<file path="src/include/bea_pkg.sv">
// Package for the byte EEPROM access controller: offsets, fields, timing and bus carriers.
package bea_pkg;

	// ----------------------------------------------------------------------
	// Register indices; the byte address is four times the index.
	// ----------------------------------------------------------------------
	localparam logic [7:0] IDX_CONTROL = 8'h1F;
	localparam logic [7:0] IDX_DATA = 8'h20;
	localparam logic [7:0] IDX_ADDR_LO = 8'h21;
	localparam logic [7:0] IDX_ADDR_HI = 8'h22;

	// ----------------------------------------------------------------------
	// Control register fields.
	// ----------------------------------------------------------------------
	localparam int READ_STROBE_BIT = 0;
	localparam int PROGRAM_STROBE_BIT = 1;
	localparam int MASTER_ARM_BIT = 2;
	localparam int READY_IRQ_ENABLE_BIT = 3;
	localparam int PROGRAM_MODE_LO_BIT = 4;
	localparam int PROGRAM_MODE_HI_BIT = 5;

	// ----------------------------------------------------------------------
	// Sizes, reset values and encodings.
	// ----------------------------------------------------------------------
	localparam int NVM_BYTES = 64;
	localparam logic [5:0] NVM_LAST_ADDR = 6'h3F;
	localparam logic [7:0] ERASED_BYTE = 8'hFF;
	localparam logic [1:0] MODE_RESET = 2'h0;
	localparam logic [7:0] DATA_RESET = 8'h00;
	localparam logic [5:0] ADDR_RESET = 6'h00;
	localparam logic [1:0] RESP_OKAY = 2'h0;
	localparam logic [1:0] RESP_SLVERR = 2'h2;

	typedef enum logic [1:0] {
		MODE_ATOMIC = 2'h0,
		MODE_ERASE = 2'h1,
		MODE_WRITE = 2'h2,
		MODE_RESERVED = 2'h3
	} bea_mode_e;

	// ----------------------------------------------------------------------
	// Timing.
	// ----------------------------------------------------------------------
	localparam int unsigned CLK_HZ = 40_000_000;
	localparam int unsigned OSC_HZ = 8_000_000;
	localparam int unsigned PRESCALE_DIV = CLK_HZ / OSC_HZ;
	localparam int unsigned ATOMIC_TIME_US = 3400;
	localparam int unsigned SPLIT_TIME_US = 1800;
	localparam int unsigned ATOMIC_TICKS = ATOMIC_TIME_US * (OSC_HZ / 1_000_000);
	localparam int unsigned SPLIT_TICKS = SPLIT_TIME_US * (OSC_HZ / 1_000_000);
	localparam logic [2:0] ARM_CYCLES = 3'd4;
	localparam logic [2:0] READ_STALL_CYCLES = 3'd4;
	localparam logic [2:0] PROG_STALL_CYCLES = 3'd2;

	// ----------------------------------------------------------------------
	// AXI4-Lite carriers.
	// ----------------------------------------------------------------------
	typedef struct packed {
		logic [9:0] awaddr;
		logic awvalid;
		logic [31:0] wdata;
		logic [3:0] wstrb;
		logic wvalid;
		logic bready;
		logic [9:0] araddr;
		logic arvalid;
		logic rready;
	} bea_axil_req_s;

	typedef struct packed {
		logic awready;
		logic wready;
		logic [1:0] bresp;
		logic bvalid;
		logic arready;
		logic [31:0] rdata;
		logic [1:0] rresp;
		logic rvalid;
	} bea_axil_rsp_s;

endpackage : bea_pkg

</file>
<file path="src/rtl/bea_nvm_ctrl.sv">
// Byte EEPROM access controller with an AXI4-Lite register slave.
`timescale 1ns/1ps
// Functional notes
// - Hold 64 bytes at linear addresses 0x00 to 0x3F, byte access.
// - Time erase and write from an 8 MHz tick, not the bus clock; here the tick is the bus clock divided by 5.
// - Atomic mode erases the byte then writes it in one operation.
// - Erase-only and write-only run as separate shorter operations.
// - Two-bit mode field selects atomic, erase-only or write-only.
// - Completion seen by program strobe clearing or the ready interrupt.
// - Ready interrupt only while ready interrupt enable is set.
// - Address then read strobe; CPU stalled four cycles.
// - Read byte appears in the data register for software.
// - Program strobe starts only within four cycles after the arm bit.
// - Starting an erase or write stalls the CPU two cycles.
// - Program strobe stays set for the whole operation, then clears.
// - No read, erase or write may start while programming.
// - A running program operation completes even through reset.
// - Modes: 00 atomic 3.4 ms, 01 erase 1.8 ms, 10 write 1.8 ms, 11 reserved.
// - Arm bit clears by itself four cycles after being set.
// - Mode field writes ignored while program strobe is set.
// - Ready interrupt raised whenever idle and enabled.

module bea_nvm_ctrl #(
	parameter int unsigned ATOMIC_TICKS = bea_pkg::ATOMIC_TICKS,
	parameter int unsigned SPLIT_TICKS = bea_pkg::SPLIT_TICKS
) (
	input wire logic aclk,
	input wire logic aresetn,
	input wire bea_pkg::bea_axil_req_s axil_req,
	output bea_pkg::bea_axil_rsp_s axil_rsp,
	output logic cpu_halt,
	output logic nvm_ready_irq
);

	typedef enum logic {
		PG_IDLE,
		PG_RUN
	} bea_prog_e;

	// ----------------------------------------------------------------------
	// Helpers
	// ----------------------------------------------------------------------
	function automatic logic [7:0] reg_index(input logic [9:0] byte_addr);
		reg_index = byte_addr[9:2];
	endfunction : reg_index

	function automatic logic is_mapped(input logic [7:0] idx);
		is_mapped = (idx == bea_pkg::IDX_CONTROL) || (idx == bea_pkg::IDX_DATA) ||
			(idx == bea_pkg::IDX_ADDR_LO) || (idx == bea_pkg::IDX_ADDR_HI);
	endfunction : is_mapped

	// ----------------------------------------------------------------------
	// State
	// ----------------------------------------------------------------------
	logic [7:0] mem_reg [bea_pkg::NVM_BYTES];
	logic [7:0] mem_next [bea_pkg::NVM_BYTES];
	logic [5:0] addr_reg, addr_next;
	logic [7:0] data_reg, data_next;
	logic [1:0] mode_reg, mode_next;
	logic irq_en_reg, irq_en_next;
	logic arm_reg, arm_next;
	logic [2:0] arm_cnt_reg, arm_cnt_next;
	logic [2:0] stall_cnt_reg, stall_cnt_next;
	logic cpu_halt_reg, cpu_halt_next;
	logic irq_reg, irq_next;
	bea_prog_e prog_reg, prog_next;
	logic [1:0] prog_mode_reg, prog_mode_next;
	logic [5:0] prog_addr_reg, prog_addr_next;
	logic [7:0] prog_data_reg, prog_data_next;
	logic [15:0] tick_cnt_reg, tick_cnt_next;
	logic [2:0] presc_reg, presc_next;
	logic aw_have_reg, aw_have_next;
	logic w_have_reg, w_have_next;
	logic [9:0] awaddr_reg, awaddr_next;
	logic [31:0] wdata_reg, wdata_next;
	logic [3:0] wstrb_reg, wstrb_next;
	bea_pkg::bea_axil_rsp_s rsp_reg, rsp_next;

	logic busy;
	logic osc_tick;
	logic do_write;
	logic [7:0] w_idx;
	logic [7:0] r_idx;
	logic [7:0] wbyte;
	logic [15:0] op_ticks;

	assign axil_rsp = rsp_reg;
	assign cpu_halt = cpu_halt_reg;
	assign nvm_ready_irq = irq_reg;

	// ----------------------------------------------------------------------
	// Next-state logic
	// ----------------------------------------------------------------------
	always_comb begin
		mem_next = mem_reg;
		addr_next = addr_reg;
		data_next = data_reg;
		mode_next = mode_reg;
		irq_en_next = irq_en_reg;
		arm_next = arm_reg;
		arm_cnt_next = arm_cnt_reg;
		stall_cnt_next = (stall_cnt_reg != 3'd0) ? stall_cnt_reg - 3'd1 : 3'd0;
		prog_next = prog_reg;
		prog_mode_next = prog_mode_reg;
		prog_addr_next = prog_addr_reg;
		prog_data_next = prog_data_reg;
		tick_cnt_next = tick_cnt_reg;
		aw_have_next = aw_have_reg;
		w_have_next = w_have_reg;
		awaddr_next = awaddr_reg;
		wdata_next = wdata_reg;
		wstrb_next = wstrb_reg;
		rsp_next = rsp_reg;
		busy = (prog_reg == PG_RUN);
		w_idx = reg_index(awaddr_reg);
		r_idx = reg_index(axil_req.araddr);
		wbyte = wdata_reg[7:0];
		op_ticks = (prog_mode_reg == bea_pkg::MODE_ATOMIC) ? 16'(ATOMIC_TICKS) :
			16'(SPLIT_TICKS);

		// The 8 MHz programming time base is a fixed division of the bus clock.
		osc_tick = (presc_reg == 3'(bea_pkg::PRESCALE_DIV - 1));
		presc_next = osc_tick ? 3'd0 : presc_reg + 3'd1;

		// Arm window: high for four cycles, then dropped by hardware; a program start drops it sooner.
		if (arm_reg) begin
			arm_cnt_next = arm_cnt_reg - 3'd1;
			if (arm_cnt_reg == 3'd1) begin
				arm_next = 1'b0;
			end
		end

		// Programming operation; the result lands in storage when the time is up.
		if (busy && osc_tick) begin
			tick_cnt_next = tick_cnt_reg + 16'd1;
			if (tick_cnt_reg == op_ticks - 16'd1) begin
				unique case (bea_pkg::bea_mode_e'(prog_mode_reg))
					bea_pkg::MODE_ATOMIC: begin
						// Erase then write leaves exactly the new byte.
						mem_next[prog_addr_reg] = prog_data_reg;
					end
					bea_pkg::MODE_ERASE: begin
						mem_next[prog_addr_reg] = bea_pkg::ERASED_BYTE;
					end
					bea_pkg::MODE_WRITE: begin
						// Writing can only clear bits, so an unerased byte corrupts.
						mem_next[prog_addr_reg] = mem_reg[prog_addr_reg] & prog_data_reg;
					end
					default: begin
						mem_next[prog_addr_reg] = mem_reg[prog_addr_reg];
					end
				endcase
				prog_next = PG_IDLE;
			end
		end

		// AXI write address and data are taken in either order.
		if (axil_req.awvalid && rsp_reg.awready) begin
			aw_have_next = 1'b1;
			awaddr_next = axil_req.awaddr;
		end
		if (axil_req.wvalid && rsp_reg.wready) begin
			w_have_next = 1'b1;
			wdata_next = axil_req.wdata;
			wstrb_next = axil_req.wstrb;
		end
		if (rsp_reg.bvalid && axil_req.bready) begin
			rsp_next.bvalid = 1'b0;
		end
		do_write = aw_have_reg && w_have_reg && !rsp_reg.bvalid;
		if (do_write) begin
			aw_have_next = 1'b0;
			w_have_next = 1'b0;
			rsp_next.bvalid = 1'b1;
			rsp_next.bresp = is_mapped(w_idx) ? bea_pkg::RESP_OKAY : bea_pkg::RESP_SLVERR;
		end

		// Register write effects; only the low byte lane carries data.
		if (do_write && wstrb_reg[0]) begin
			if (w_idx == bea_pkg::IDX_ADDR_LO && !busy) begin
				addr_next = wbyte[5:0];
			end
			if (w_idx == bea_pkg::IDX_DATA) begin
				data_next = wbyte;
			end
			if (w_idx == bea_pkg::IDX_CONTROL) begin
				irq_en_next = wbyte[bea_pkg::READY_IRQ_ENABLE_BIT];
				if (!busy) begin
					mode_next = wbyte[bea_pkg::PROGRAM_MODE_HI_BIT:bea_pkg::PROGRAM_MODE_LO_BIT];
				end
				if (wbyte[bea_pkg::MASTER_ARM_BIT] && !arm_reg) begin
					arm_next = 1'b1;
					arm_cnt_next = bea_pkg::ARM_CYCLES;
				end
				// Start needs an already open arm window and an idle array.
				if (wbyte[bea_pkg::PROGRAM_STROBE_BIT] && arm_reg && !busy &&
					mode_reg != bea_pkg::MODE_RESERVED) begin
					prog_next = PG_RUN;
					prog_mode_next = mode_reg;
					prog_addr_next = addr_reg;
					prog_data_next = data_reg;
					tick_cnt_next = 16'd0;
					arm_next = 1'b0;
					stall_cnt_next = bea_pkg::PROG_STALL_CYCLES;
				end
				if (wbyte[bea_pkg::READ_STROBE_BIT] && !busy) begin
					data_next = mem_reg[addr_reg];
					stall_cnt_next = bea_pkg::READ_STALL_CYCLES;
				end
			end
		end

		// AXI read: one outstanding, answered one cycle after the address.
		if (rsp_reg.rvalid && axil_req.rready) begin
			rsp_next.rvalid = 1'b0;
		end
		if (axil_req.arvalid && rsp_reg.arready) begin
			rsp_next.rvalid = 1'b1;
			rsp_next.rresp = is_mapped(r_idx) ? bea_pkg::RESP_OKAY : bea_pkg::RESP_SLVERR;
			rsp_next.rdata = 32'h0000_0000;
			if (r_idx == bea_pkg::IDX_CONTROL) begin
				rsp_next.rdata[bea_pkg::PROGRAM_MODE_HI_BIT:bea_pkg::PROGRAM_MODE_LO_BIT] =
					mode_reg;
				rsp_next.rdata[bea_pkg::READY_IRQ_ENABLE_BIT] = irq_en_reg;
				rsp_next.rdata[bea_pkg::MASTER_ARM_BIT] = arm_reg;
				rsp_next.rdata[bea_pkg::PROGRAM_STROBE_BIT] = busy;
			end else if (r_idx == bea_pkg::IDX_DATA) begin
				rsp_next.rdata[7:0] = data_reg;
			end else if (r_idx == bea_pkg::IDX_ADDR_LO) begin
				rsp_next.rdata[5:0] = addr_reg;
			end
		end

		// Synchronous reset leaves a running program operation untouched.
		if (!aresetn) begin
			addr_next = bea_pkg::ADDR_RESET;
			data_next = bea_pkg::DATA_RESET;
			irq_en_next = 1'b0;
			arm_next = 1'b0;
			arm_cnt_next = 3'd0;
			stall_cnt_next = 3'd0;
			aw_have_next = 1'b0;
			w_have_next = 1'b0;
			awaddr_next = 10'h000;
			wdata_next = 32'h0000_0000;
			wstrb_next = 4'h0;
			rsp_next = '0;
			// An unknown busy at power-up takes the else branch, so the first reset clears it.
			if (busy) begin
				mode_next = mode_reg;
			end else begin
				mode_next = bea_pkg::MODE_RESET;
				prog_next = PG_IDLE;
				prog_mode_next = bea_pkg::MODE_RESET;
				prog_addr_next = bea_pkg::ADDR_RESET;
				prog_data_next = bea_pkg::DATA_RESET;
				tick_cnt_next = 16'd0;
				presc_next = 3'd0;
			end
		end

		// Ready lines are registered, so they follow the next holding state.
		rsp_next.awready = aresetn && !aw_have_next && !rsp_next.bvalid;
		rsp_next.wready = aresetn && !w_have_next && !rsp_next.bvalid;
		rsp_next.arready = aresetn && !rsp_next.rvalid;
		cpu_halt_next = (stall_cnt_next != 3'd0);
		irq_next = irq_en_next && (prog_next == PG_IDLE);
	end

	// ----------------------------------------------------------------------
	// Registers
	// ----------------------------------------------------------------------
	always_ff @(posedge aclk) begin
		mem_reg <= mem_next;
		addr_reg <= addr_next;
		data_reg <= data_next;
		mode_reg <= mode_next;
		irq_en_reg <= irq_en_next;
		arm_reg <= arm_next;
		arm_cnt_reg <= arm_cnt_next;
		stall_cnt_reg <= stall_cnt_next;
		cpu_halt_reg <= cpu_halt_next;
		irq_reg <= irq_next;
		prog_reg <= prog_next;
		prog_mode_reg <= prog_mode_next;
		prog_addr_reg <= prog_addr_next;
		prog_data_reg <= prog_data_next;
		tick_cnt_reg <= tick_cnt_next;
		presc_reg <= presc_next;
		aw_have_reg <= aw_have_next;
		w_have_reg <= w_have_next;
		awaddr_reg <= awaddr_next;
		wdata_reg <= wdata_next;
		wstrb_reg <= wstrb_next;
		rsp_reg <= rsp_next;
	end

endmodule : bea_nvm_ctrl

</file>
<file path="config.mk">
export PLATFORM = sky130hd
export DESIGN_NAME = bea_nvm_ctrl
export DESIGN_NICKNAME = d
export VERILOG_FILES = /design/src/include/bea_pkg.sv /design/src/rtl/bea_nvm_ctrl.sv
export SDC_FILE = /design/constraint.sdc
export NUM_CORES = 2
export LEC_CHECK = 0
export ABC_AREA = 0
export BUFFER_PORTS_ARGS = -buffer_cell sky130_fd_sc_hd__buf_4
export CAP_MARGIN = 20
export CORE_AREA = 10 10 264 266
export CTS_CLUSTER_DIAMETER = 200
export DETAILED_ROUTE_END_ITERATION = 10
export DIE_AREA = 0 0 274 276
export PLACE_DENSITY = 0.74
export SETUP_SLACK_MARGIN = 0.2
export SLEW_MARGIN = 20
export SYNTH_ARGS = -nofsm -noshare
export SYNTH_HDL_FRONTEND = slang
export SYNTH_SLANG_ARGS = --single-unit
export TNS_END_PERCENT = 20
</file>
<file path="constraint.sdc">
create_clock -name aclk -period 2.9 [get_ports aclk]
set_input_delay 0 -clock aclk [delete_from_list [all_inputs] [get_ports aclk]]
set_output_delay 0 -clock aclk [all_outputs]
set_load 0.03 [all_outputs]
</file>
; ---- Yosys cells after proc, flatten, opt, wreduce, memory -nomap -nowiden
; Index checks and enable logic that the tools add are counted.
[word_totals]
output_inout_bits = 43
reg_bits = 612
input_bits = 63
word_cells = 254
[classes]
reduce_logical = 41
mux = 90
n_bitwise = 5
n_lt_le_gt_ge = 3
addsub = 5
eq_ne = 18
[op_table]
columns = op, n
row1 = $bwmux 512, 3
row2 = $pmux 512 s3, 1
row3 = $or 512x512->512, 1
row4 = $mux 8, 13
row5 = $bmux 8 s6, 2
row6 = $mux 16, 6
row7 = $demux 8 s6, 1
row8 = $eq 8x6->1 const B, 6
row9 = $mux 6, 7
row10 = $mux 3, 13
row11 = $mux 37, 1
row12 = $mux 2, 14
row13 = $mux 1, 26
row14 = $logic_and 1x1->1, 22
row15 = $add 16x1->16 const B, 1
row16 = $eq 16x16->1, 1
row17 = $eq 8x5->1 const B, 2
row18 = $sub 15x1->16 const B, 1
row19 = $mux 15, 1
row20 = $ge 7x7->1 const B, 2
row21 = $not 6->7, 2
row22 = $mux 11, 1
row23 = $and 8x8->8, 1
row24 = $logic_not 1->1, 7
row25 = other kinds (17), 27

; ---- Depth between registers and ports, before layout
[logic_depth]
depth_word = 13
depth_mapped = 11
mapped_depth_nobuf = 8

; ---- Least setup slack after synthesis
; OpenSTA, ideal clock, no wires.
[synth_path]
path_kind = flip-flop to flip-flop
start = reg prog_addr_reg[2]
end = reg (tool-made name)
t_required_ns = 2.525
setup_slack_ns = 0.139
stages_incl_launch_ff = 10
setup_time_ns = 0.375
synth_period_minus_slack_ns = 2.761
path_buffers = 6
t_arrival_ns = 2.385
cell_sequence = dfxtp_1 -> buf_2 -> buf_2 -> buf_2 -> buf_2 -> and3_1 -> clkbuf_1 -> nand2_1 -> clkbuf_1 -> a21oi_1
[synth_rtl]
columns = item, line
row1 = from (decl), bea_nvm_ctrl.sv:68  ; logic [5:0] prog_addr_reg, prog_addr_next;
row2 = from (signal assigned), bea_nvm_ctrl.sv:286  ; prog_addr_reg <= prog_addr_next;

==> results.yml <==
cts:
  clk_latency_ns: 0.63
  clkTransAtPathRegs_ns: 0.06
  cts_tree: "yes"
  clockBufferDepth: 3
  numCtsBuffers: 69
  cts_root_buf: "clkbuf_16"
  h-tree-depth: 3
  cts.sinks: 608
yosys:
  synth_seq_area_share_pct: 49.5
  synth_edf_count: 514
  syn_avg_cell_area_sq_um: 10.1
  ys.flop_type: "edfxtp_1"
  postSynthCellCount: 3459
  ys_ff_latch: 608
  ys.warnings.count: 0
  async_flop_share_pct: 0
  synth_area_sq_um: 35000
  ys_types: 69
finish:
  layout_common_cells: "nand3_1 (574), edfxtp_1 (514), o21ai_0 (336)"
  multi_input_area_sq_um: 17000
  final_cells: 4565
  mostFrequentLayoutCell: "nand3_1"
  final_util_pct: 67.2
  drive_gt1_share_pct: 22.0
  fin_nets: 3721
  regArea_sq_um: 17300
  areaGrowthSynthToFinish_pct: 23.1
  fill_cells: 4554
critical_path:
  slowest_delay_ns: 0.39
  worstSetupStartpoint: "prog_addr_reg[1]$_DFF_P_"
  crit_buf_inv: 5
  crit_family: "compound AO/OA/AOI/OAI gates"
  crit_path_cell_trace: "buf_6 > nor2_4 > buf_12 > buf_4 > a221oi_1 > o21ai_0 > o2bb2ai_1 > o41ai_4 > buf_4 > buf_12 > o21ai_0"
  end_kind: "flop"
  start_kind: "flop"
  crit_slowest_cell: "dfxtp_4"
  r2r-start: "prog_addr_reg[1]$_DFF_P_"
  critical_path_arrival_ns: 3.43
  cp.required_ns: 3.25
  crit_type: "flop to flop"
  cp_max_fo: 20
global_route:
  grt_use_met3_pct: 11.6
  gr-max-usage-layer: "met2"
  use_met2_pct: 50.6
  antenna_found_initial: 9
  grt_pass1_wl_um: 201000
  overflow: 0
  grtUsageMet1_pct: 42.9
  grt_usage_pct: 34.5
  grt_pass1_vias: 31602
  grt_max_degree: 65
detailed_routing:
  wl_per_cell_um: 30.6
  ant_nets: 0
  vias: 33394
  dr.first_iter.drc_count: 6168
  avgViaCountPerCell: 7.32
  route.detailed.drc: 0
  drt_wl_total_um: 140000
  drt_first_pass_iters: 9
timing:
  rsz0062_at_grt: "yes"
  tightest_slew_ns: 1.09
  fmax_ghz: 0.326
  hold_viol: 0
  whs_ns: 0.0759
  fin_skew_ns: 0.0254
  setup_slack_ns: -0.172
  finalSetupViolCount: 338
  fin_crit_sh_pct: 106
  timing.slew.headroom_pct: 27.0
  period_minus_slack_ns: 3.07
  maxSlewViolCount: 0
floorplanning:
  die_w_um: 274
  fp-row-count: 93
  die_y_um: 276
  start_util_pct: 54.6
  core_area_sq_um: 64100
  die_area_sq_um: 75600
  num_io_pins: 106
placement:
  gp_congestion: 0.996
  place_inst: 4281
  place_hpwl_um: 83400
  dp_slack_ns: -0.132
  numPortBuffers: 48
run_status:
  outcome: "finished, violations left"
  violations: "setup timing"
min_path:
  hp-start: "axil_req[9]"
  min_path_type: "input port to flop"
pwr:
  ir_worst_vdd_mv: 0.314
  power_leakage_nw: 14.6
  cellPowerDensity_nw_per_um2: 427
  total_power_w: 0.0184
flow_run:
  max_cap_violations: 0
[worst min-delay path, cell delays in order]
cell      delay [ns]
buf_4           0.08
nand4b_1        0.10
nor2_1          0.10
a221oi_1        0.29
nor3_1          0.06
[power breakdown]
group | switching, W | internal [W] | total (W)
logic | 0.000208 | 0.000160 | 0.000369
registers | 0.0000462 | 0.00939 | 0.00943
clock network | 0.00374 | 0.00484 | 0.00858
total | 0.00399 | 0.0144 | 0.0184
[stage by stage]
stage / area (sq um) / setup TNS [ns]
floorplan: 35100 / 0
global placement: 37500 / -2.89
detailed placement: 37500 / -20.36
CTS: 42300 / -0.573
global route: 43100 / -23.73
finish: 43100 / -22.07
[synth_stat cells (8+ instances only)]
| library cell | n | area (sq um) |
|---|---|---|
| nand3_1 | 574 | 2870 |
| edfxtp_1 | 514 | 15400 |
| o21ai_0 | 490 | 2450 |
| mux2i_1 | 328 | 3280 |
| clkbuf_1 | 220 | 826 |
| nand2_1 | 164 | 616 |
| a21oi_1 | 143 | 716 |
| dfxtp_1 | 94 | 1880 |
| a22oi_1 | 85 | 638 |
| nor2_1 | 67 | 251 |
| buf_2 | 64 | 320 |
| o22ai_1 | 62 | 388 |
| a221oi_1 | 58 | 508 |
| mux2_2 | 58 | 653 |
| a221o_1 | 57 | 571 |
| o21ai_1 | 57 | 285 |
| clkbuf_2 | 41 | 205 |
| buf_4 | 31 | 233 |
| o22a_1 | 25 | 219 |
| buf_1 | 24 | 90.1 |
| a22o_1 | 22 | 193 |
| nand4_1 | 22 | 138 |
| inv_1 | 21 | 78.8 |
| nor3_1 | 21 | 105 |
| a31oi_1 | 14 | 87.6 |
| and2_1 | 14 | 87.6 |
| mux4_2 | 14 | 315 |
| a211oi_1 | 11 | 82.6 |
| nor2b_1 | 10 | 62.6 |
| o211ai_1 | 10 | 75.1 |
| or2_2 | 10 | 62.6 |
| xor2_1 | 9 | 78.8 |
| nand2b_1 | 8 | 50.1 |
| or3b_2 | 8 | 70.1 |
[path summary, 6_finish.rpt]
kind / endpoint / cells after the start / slack [ns]
hold reg to reg: axil_rsp[10]$_SDFFE_PN0P_ / 2 / 0.47
setup / recovery: flop / 11 / -0.17
setup reg to reg: flop / 11 / -0.17
hold / removal: axil_rsp[4]$_SDFFE_PN0P_ / 5 / 0.08
[logic make-up (layout without fill, tap and decap cells)]
| kind of cell | Yosys count | in the layout | synth area share [%] |
|---|---|---|---|
| AOI/OAI and AO/OA | 1087 | 1087 | 19.4 |
| xor gates and xnor gates | 13 | 13 | 0.325 |
| adders and majority gates | 5 | 5 | 0.179 |
| buffers and inverters | 403 | 627 | 5.05 |
| DFF | 608 | 608 | 49.5 |
| muxes | 400 | 400 | 12.2 |
| other | 1 | 28 | 0.0107 |
| and+or+nand+nor | 942 | 942 | 13.3 |
[cell type report]
type                            instances  share of cell area (%)
Sequential cell                       608                    40.3
Multi-Input combinational cell       2473                    39.4
Timing Repair Buffer                  479                    12.7
Clock buffer                           87                    4.34
Tap cell                              855                    2.48
Clock inverter                         39                   0.651
Inverter                               22                   0.192
Antenna cell                            2                  0.0116
[repair_timing]
item                                   in CTS  in global routing
gates cloned                               32                  9
gates resized for setup                   282                183
hold buffers                               66                  0
setup endpoints to repair                 723                916
buffers inserted                           35                 14
endpoints found under the hold margin      49                  0
pin swaps                                  50                 22
[metal layers]
layer / vias to the layer above / wire length [um]
met4: 10 / 11300
met3: 784 / 22200
met2: 2954 / 59900
met5: - / 104
li1: 13795 / -
met1: 15851 / 46300
Power figures use the tool's default switching activity.
